`src/dbpc_pkg.sv`:
```
// constants, types and reset values of the doppler bearing phase capture core
`default_nettype none

package dbpc_pkg;

    // ------------------------------------------------------------------
    // clock rates and divider figures
    // ------------------------------------------------------------------
    localparam int unsigned CORE_HZ     = 10_000_000;  // core_clk rate
    localparam int unsigned MASTER_HZ   = 1_000_000;   // scan master clock
    localparam int unsigned PRE_DIV     = CORE_HZ / MASTER_HZ;
    localparam logic [3:0]  PRE_MAX     = 4'(PRE_DIV - 1);
    localparam logic [2:0]  DIV5_MAX    = 3'h4;        // divide-by-five stage top
    localparam int unsigned SCAN_HZ     = 1250;        // antenna rotation rate
    localparam int unsigned FILT_DIV    = 8;           // filter clock divisor
    localparam int unsigned PUMP_HZ     = 16_000;      // nominal charge-pump rate

    // ------------------------------------------------------------------
    // widths and field positions
    // ------------------------------------------------------------------
    localparam int unsigned SCAN_W      = 7;           // scan counter stages
    localparam int unsigned CODE_W      = 5;           // bearing code width
    localparam int unsigned ANT_N       = 4;
    localparam int unsigned IND_N       = 32;
    localparam int unsigned ANT_LSB     = 3;           // counter bits four and five
    localparam int unsigned FDIV_W      = 6;
    localparam int unsigned FILT_BIT    = 2;           // master / 8
    localparam int unsigned PUMP_BIT    = 5;           // master / 64, about 16 kHz
    localparam logic [2:0]  QUARTER_END = 3'h7;        // last count of a quarter

    // ------------------------------------------------------------------
    // reset values
    // ------------------------------------------------------------------
    localparam logic [SCAN_W-1:0] RST_SCAN  = 7'h00;
    localparam logic [CODE_W-1:0] RST_CODE  = 5'h00;
    localparam logic [ANT_N-1:0]  RST_SEL_N = 4'hE;    // antenna 0 chosen
    localparam logic [IND_N-1:0]  RST_IND_N = 32'hFFFFFFFE;

    // capture flip-flop states
    typedef enum logic [1:0] {
        CAP_ARMED = 2'b01,
        CAP_FIRED = 2'b10
    } dbpc_cap_e;

    // whole state of the core
    typedef struct packed {
        logic [3:0]        pre;
        logic [2:0]        div1;
        logic [2:0]        div2;
        logic [SCAN_W-1:0] scan;
        logic [FDIV_W-1:0] fdiv;
        dbpc_cap_e         cap;
        logic [CODE_W-1:0] code;
        logic [IND_N-1:0]  ind_n;
        logic [ANT_N-1:0]  sel_n;
        logic [1:0]        pll_sy;  // [0] first stage, [1] second stage
        logic [1:0]        hold_sy;
    } dbpc_state_s;

    // pin-facing outputs grouped
    typedef struct packed {
        logic [ANT_N-1:0] ant_sel_n;
        logic             filter_clk;
        logic             pump_clk;
    } dbpc_drive_s;

endpackage : dbpc_pkg

`default_nettype wire

```
`src/dbpc_core.sv`:
```
// doppler bearing phase capture core: dividers, scan counter, capture, decode
//
// Behaviour
// master clock divided by five twice gives 40 kHz scan counter clock.
// seven-stage scan counter; low five bits always feed the bearing latch.
// counter bits four and five decode one-of-four to antenna selects.
// selects step clockwise, one full scan every 1/1250 second.
// exactly one select low choosing its antenna, the other three high.
// filter clock is master clock divided by eight.
// inverted loop square wave high loads latch on next divider-stage clock edge.
// latch strobe never coincides with a change of the counter bits.
// captured five-bit code decoded by two one-of-sixteen halves into 32 lines.
// exactly one of the 32 indicator lines active at a time.
// hold keeps capture flip-flop reset so displayed bearing stays frozen.
// about 16 kHz square wave from the divide-by-eight chain for charge pump.
// capture clears after each load, rearms when loop input returns low.
`timescale 1ns/10ps
`default_nettype none

module dbpc_core
    import dbpc_pkg::*;
(
    input  wire logic                core_clk,
    input  wire logic                rst_n,
    input  wire logic                clk_en,
    input  wire logic                pll_square,
    input  wire logic                display_hold_switch,
    output var  dbpc_drive_s         drive,
    output logic [CODE_W-1:0]        counter_low_bits,
    output logic [CODE_W-1:0]        bearing_code,
    output logic [IND_N-1:0]         indicator_n
);

    // ------------------------------------------------------------------
    // decode helpers
    // ------------------------------------------------------------------

    // one-of-four, active low, clockwise antenna order
    function automatic logic [ANT_N-1:0] dec4_low(input logic [1:0] q);
        dec4_low = ~(4'h1 << q);
    endfunction

    // one-of-sixteen, active low, with a half enable
    function automatic logic [15:0] dec16_low(input logic [3:0] q, input logic en);
        dec16_low = en ? ~(16'h0001 << q) : 16'hFFFF;
    endfunction

    // ------------------------------------------------------------------
    // state and ticks
    // ------------------------------------------------------------------
    dbpc_state_s s_q;
    dbpc_state_s s_d;

    logic mtick;     // 1 MHz master tick
    logic tick200;   // first divide-by-five stage output edge
    logic tick40;    // second stage output edge, scan counter clock
    logic pll_d;     // inverted, synchronised loop square wave
    logic hold_s;
    logic load;

    assign mtick   = clk_en && (s_q.pre == PRE_MAX);
    assign tick200 = mtick && (s_q.div1 == DIV5_MAX);
    assign tick40  = tick200 && (s_q.div2 == DIV5_MAX);
    assign pll_d   = ~s_q.pll_sy[1];
    assign hold_s  = s_q.hold_sy[1];
    // strobe skips the edge on which the counter steps; the latch then takes
    // the next 200 kHz edge, a delay of 5 us against a 800 us scan
    assign load    = tick200 && !tick40 && pll_d && !hold_s
                     && (s_q.cap == CAP_ARMED);

    // ------------------------------------------------------------------
    // next-state logic
    // ------------------------------------------------------------------
    always_comb begin
        s_d = s_q;
        if (clk_en) begin
            // pin synchronisers, first stage read only by the second; both
            // pins are asynchronous to core_clk, so nothing reads them raw
            s_d.pll_sy  = {s_q.pll_sy[0], pll_square};
            s_d.hold_sy = {s_q.hold_sy[0], display_hold_switch};

            // core clock prescaler to the master rate
            s_d.pre = (s_q.pre == PRE_MAX) ? 4'h0 : s_q.pre + 4'h1;

            if (mtick) begin
                // cascaded divide-by-five stages
                s_d.div1 = (s_q.div1 == DIV5_MAX) ? 3'h0 : s_q.div1 + 3'h1;
                if (tick200) begin
                    s_d.div2 = (s_q.div2 == DIV5_MAX) ? 3'h0 : s_q.div2 + 3'h1;
                end
                // filter and charge-pump divider chain
                s_d.fdiv = s_q.fdiv + 6'h01;
            end

            // binary scan counter on the 40 kHz clock
            if (tick40) begin
                s_d.scan = s_q.scan + 7'h01;
            end

            // antenna selects follow counter bits four and five
            s_d.sel_n = dec4_low(s_d.scan[ANT_LSB +: 2]);

            // capture flip-flop: a load moves it to fired, so a second strobe
            // in the same tone period is refused; hold or the loop input going
            // low puts it back to armed, ready for the next tone edge
            case (s_q.cap)
                CAP_ARMED: begin
                    if (load) begin
                        s_d.code = s_q.scan[CODE_W-1:0];
                        s_d.cap  = CAP_FIRED;
                    end
                end
                CAP_FIRED: begin
                    if (!pll_d || hold_s) begin
                        s_d.cap = CAP_ARMED;
                    end
                end
                default: begin
                    s_d.cap = CAP_ARMED;
                end
            endcase

            // indicator lines: bit four picks the half
            s_d.ind_n = {dec16_low(s_d.code[3:0], s_d.code[4]),
                         dec16_low(s_d.code[3:0], !s_d.code[4])};
        end
    end

    // ------------------------------------------------------------------
    // state register
    // ------------------------------------------------------------------
    always_ff @(posedge core_clk) begin
        if (!rst_n) begin
            s_q.pre     <= 4'h0;
            s_q.div1    <= 3'h0;
            s_q.div2    <= 3'h0;
            s_q.scan    <= RST_SCAN;
            s_q.fdiv    <= 6'h00;
            s_q.cap     <= CAP_ARMED;
            s_q.code    <= RST_CODE;
            s_q.ind_n   <= RST_IND_N;
            s_q.sel_n   <= RST_SEL_N;
            s_q.pll_sy  <= 2'h0;
            s_q.hold_sy <= 2'h0;
        end else begin
            s_q <= s_d;
        end
    end

    // ------------------------------------------------------------------
    // outputs, all straight from flip-flops
    // ------------------------------------------------------------------
    assign drive            = {s_q.sel_n,
                               s_q.fdiv[FILT_BIT],
                               s_q.fdiv[PUMP_BIT]};
    assign counter_low_bits = s_q.scan[CODE_W-1:0];
    assign bearing_code     = s_q.code;
    assign indicator_n      = s_q.ind_n;
endmodule : dbpc_core

`default_nettype wire

```
`config.mk`:
```
export PLATFORM = sky130hd
export DESIGN_NAME = dbpc_core
export DESIGN_NICKNAME = d
export VERILOG_FILES = /design/src/dbpc_pkg.sv /design/src/dbpc_core.sv
export SDC_FILE = /design/constraint.sdc
export NUM_CORES = 1
export LEC_CHECK = 0
export BUFFER_PORTS_ARGS = -buffer_cell sky130_fd_sc_hd__buf_2
export CAP_MARGIN = 10
export CORE_UTILIZATION = 60
export DETAILED_ROUTE_END_ITERATION = 7
export PLACE_DENSITY_LB_ADDON = 0.2
export SKIP_CTS_REPAIR_TIMING = 1
export SLEW_MARGIN = 20
export SYNTH_ARGS = -nofsm -noshare
export SYNTH_HDL_FRONTEND = slang
export SYNTH_SLANG_ARGS = --single-unit
```
`constraint.sdc`:
```
create_clock -name core_clk -period 5.7 [get_ports core_clk]
set_clock_uncertainty 0.1 [all_clocks]
set_input_delay 0.855 -clock core_clk [delete_from_list [all_inputs] [get_ports core_clk]]
set_output_delay 0.855 -clock core_clk [all_outputs]
set_load 0.01 [all_outputs]
```
==> impl_metrics.env <==
export IMPL_leakagePower_nw=1.408
export IMPL_tritoncts="done"
export IMPL_synth_area_leader_cell="dfxtp_1"
export IMPL_root_buffer="clkbuf_8"
export IMPL_p_comb_share_pct=3.1
export IMPL_clk_latency_ns=0.35
export IMPL_dpl_cell_area_sq_um=3582
export IMPL_via_per_inst=5.716
export IMPL_rsz0062_at_grt="no"
export IMPL_yosysUniqueCellTypes=46
export IMPL_synthCells=445
export IMPL_period_needed_ns=3.260
export IMPL_io_pins=53
export IMPL_vdd_ir_drop_worst_uv=141.8
export IMPL_gr_total_overflow=0
export IMPL_drtIter0Drc=260
export IMPL_final_period_utilization_pct=57.20
export IMPL_cts_path_max_buffers=2
export IMPL_pwr_share_seq_pct=52.9
export IMPL_required_ns=5.83
export IMPL_fmax_mhz=306.7
export IMPL_drtAntennaViolNets=0
export IMPL_slew_violations=0
export IMPL_gp_congestion=0.8372
export IMPL_fin_util_pct=63.49
export IMPL_area_growth_pct=1.888
export IMPL_max_slew_worst_pin_slew_ns=0.8037
export IMPL_multiInputGateArea_sq_um=1841
export IMPL_seq_area_sq_um=1361
export IMPL_hold_violations=0
export IMPL_die_w_um=80.65
export IMPL_grt_pass1_vias=2664
export IMPL_hold_path_class="reg -> reg"
export IMPL_status="finished, final reports clean"
export IMPL_place_port_buffers=52
export IMPL_initial_utilization_pct=62.31
export IMPL_clock_sinks=68
export IMPL_drv_cap=0
export IMPL_drc=0
export IMPL_grt_max_degree=52
export IMPL_p_sw_share_pct=24.02
export IMPL_synth_area_leaders="dfxtp_1 (37%), buf_4 (9.9%), nor2_1 (4.2%)"
export IMPL_routed_wl_um=7439
export IMPL_wl_per_cell_um=14.56
export IMPL_drtPass1Iterations=4
export IMPL_cts_buffers=9
export IMPL_ys_ff_latch=68
export IMPL_num_rows=28
export IMPL_antenna_cells=0
export IMPL_antenna_found_initial=0
export IMPL_grtUsageTotal_pct=24.48
export IMPL_worstPathArrival_ns=3.39
export IMPL_p_per_area_nw_per_um2=241.0
export IMPL_worstPathMaxFanout=44
export IMPL_finalSetupTns_ns=0
export IMPL_drive_gt1_share_pct=17.43
export IMPL_pwr_share_clk_pct=44.0
export IMPL_vias=2921
export IMPL_synthesis_area_sq_um=3711
export IMPL_post_dp_hpwl_um=4956
export IMPL_die_y_um=80.65
export IMPL_switching_power_w=0.0002189
export IMPL_power_internal_w=0.0006923
export IMPL_yosys_warnings=0
export IMPL_die_area_sq_um=6504
export IMPL_yosysTopAreaCellShare_pct=36.68
export IMPL_critical_path_class="in -> reg"
export IMPL_syn_area_per_cell_sq_um=8.339
export IMPL_h_tree_depth=3
export IMPL_fin_area_sq_um=3781
export IMPL_setup_viol_count_final=0
export IMPL_synthesis_nets=456
export IMPL_grt_pass1_wl_um=12130
export IMPL_fillers=570
export IMPL_core_area_sq_um=5956
export IMPL_nets=442
export IMPL_synth_seq_area_share_pct=36.68
export IMPL_critPathLaunchType="primary input"
export IMPL_clkSlewWorstSetupHoldPaths_ns=0.07
export IMPL_endpoint_kind="register"
export IMPL_maxSlewHeadroom_pct=46.42
sequential cells by signal, indices dropped and copies added, names as in the netlist:
signal / cells
drive: 6
bearing_code: 5
counter_low_bits: 5
s_q: 19
hold_s: 1
indicator_n: 32
synthesized netlist by cell type (all sizes together):
cell and count:
a21oi 13, a32oi 1, dfxtp 68, and4b 1
o31ai 2, nand2b 4, nand3 19, xor2 4
xnor2 7, inv 5, nor2 42, clkbuf 22
nor2b 23, mux2 3, a2111oi 1, a21boi 12
and3 6, ha 6, nor4 2, nor3 6
and3b 4, nand2 39, and2 12, buf 56
a31oi 4, a22oi 6, o221ai 5, a41oi 1
nand4 14, nand3b 2, mux2i 11, o21a 3
nand4b 3, o22a 8, o211ai 4, o21ai 20
nor4b 1, nor3b 5
area by class of cell:
type / count / share of cell area, %
flip-flops and latches: 68 / 36.00
clock buffers: 9 / 3.276
clock inverters: 7 / 1.985
inverters: 5 / 0.4964
multi-input cells: 294 / 48.68
repair buffers: 53 / 7.081
well taps: 75 / 2.482
power by group through the flow:
stage / logic (W) / clock network [W] / registers (W)
3_5_place_dp: 0.0000287 / 0 / 0.000493
3_3_place_gp: 0.0000279 / 0 / 0.000493
2_1_floorplan: 0.0000246 / 0 / 0.000491
5_1_grt: 0.0000317 / 0.000429 / 0.000483
6_report: 0.0000285 / 0.000401 / 0.000482
4_1_cts: 0.0000288 / 0.000407 / 0.000482
metrics by stage:
| step | total power, W | instances | setup slack (ns) | hold WS [ns] |
|---|---|---|---|---|
| floorplan | 0.0005161 | 445 | 3.485 | 0.3377 |
| CTS | 0.0009179 | 511 | 2.440 | 0.3745 |
| finish | 0.0009112 | 511 | 2.440 | 0.3649 |
| global route | 0.0009432 | 511 | 2.211 | 0.3967 |
| global placement | 0.0005211 | 495 | 2.129 | 0.3433 |
| detailed placement | 0.0005220 | 495 | 2.073 | 0.3540 |
metal layers:
metal | share of wire [%] | up-vias | GRT usage, %
met2 | 47 | 79 | 40.25
met1 | 46 | 1360 | 29.70
met4 | 2.3 | 0 | 12.14
li1 | - | 1465 | -
met3 | 4.6 | 17 | 5.682
met5 | 0 | - | 0
cell families after synthesis:
group	share of synthesized area [%]
mux	3.978
fa+ha+maj	2.023
buf+inv	13.72
compound gates	14.77
flops	36.68
simple gates	26.23
xor+xnor	2.596
path summary, 6_finish.rpt:
| path | cells past startpoint | endpoint | slack (ns) | from |
|---|---|---|---|---|
| max | 7 | indicator_n[4] | 2.44 | clk_en |
| min | 1 | indicator_n[27] | 0.36 | indicator_n[27] |
| max reg2reg | 6 | indicator_n[4] | 3.28 | s_q[68] |
| min reg2reg | 1 | indicator_n[27] | 0.36 | indicator_n[27] |
layout by cell type (no fill, tap or decap), types with 3 or more instances in the layout:
cell type / n
nor2_1: 42
and2_1: 12
ha_1: 6
o21ai_0: 16
o21a_1: 3
xor2_1: 4
nand2_1: 39
clkbuf_8: 9
buf_2: 52
o211ai_1: 4
nand4_1: 14
and3_1: 6
nand2b_1: 4
o21ai_1: 4
a21oi_1: 13
clkinv_4: 3
nor2b_1: 23
inv_1: 5
and3b_1: 4
xnor2_1: 7
o22a_1: 8
a31oi_1: 4
nor3b_1: 5
nor3_1: 6
o221ai_1: 5
nand3_1: 19
a21boi_0: 10
mux2i_1: 11
dfxtp_1: 68
a22oi_1: 6
worst max-delay path: stages:
cell and delay [ns]:
buf_2 0.61, nand4b_1 0.46, and4b_1 0.37, buf_4 0.29, mux2_4 0.39, a21boi_4 0.29, o21ai_1 0.10
No activity file was read; power rests on OpenSTA's default activity.
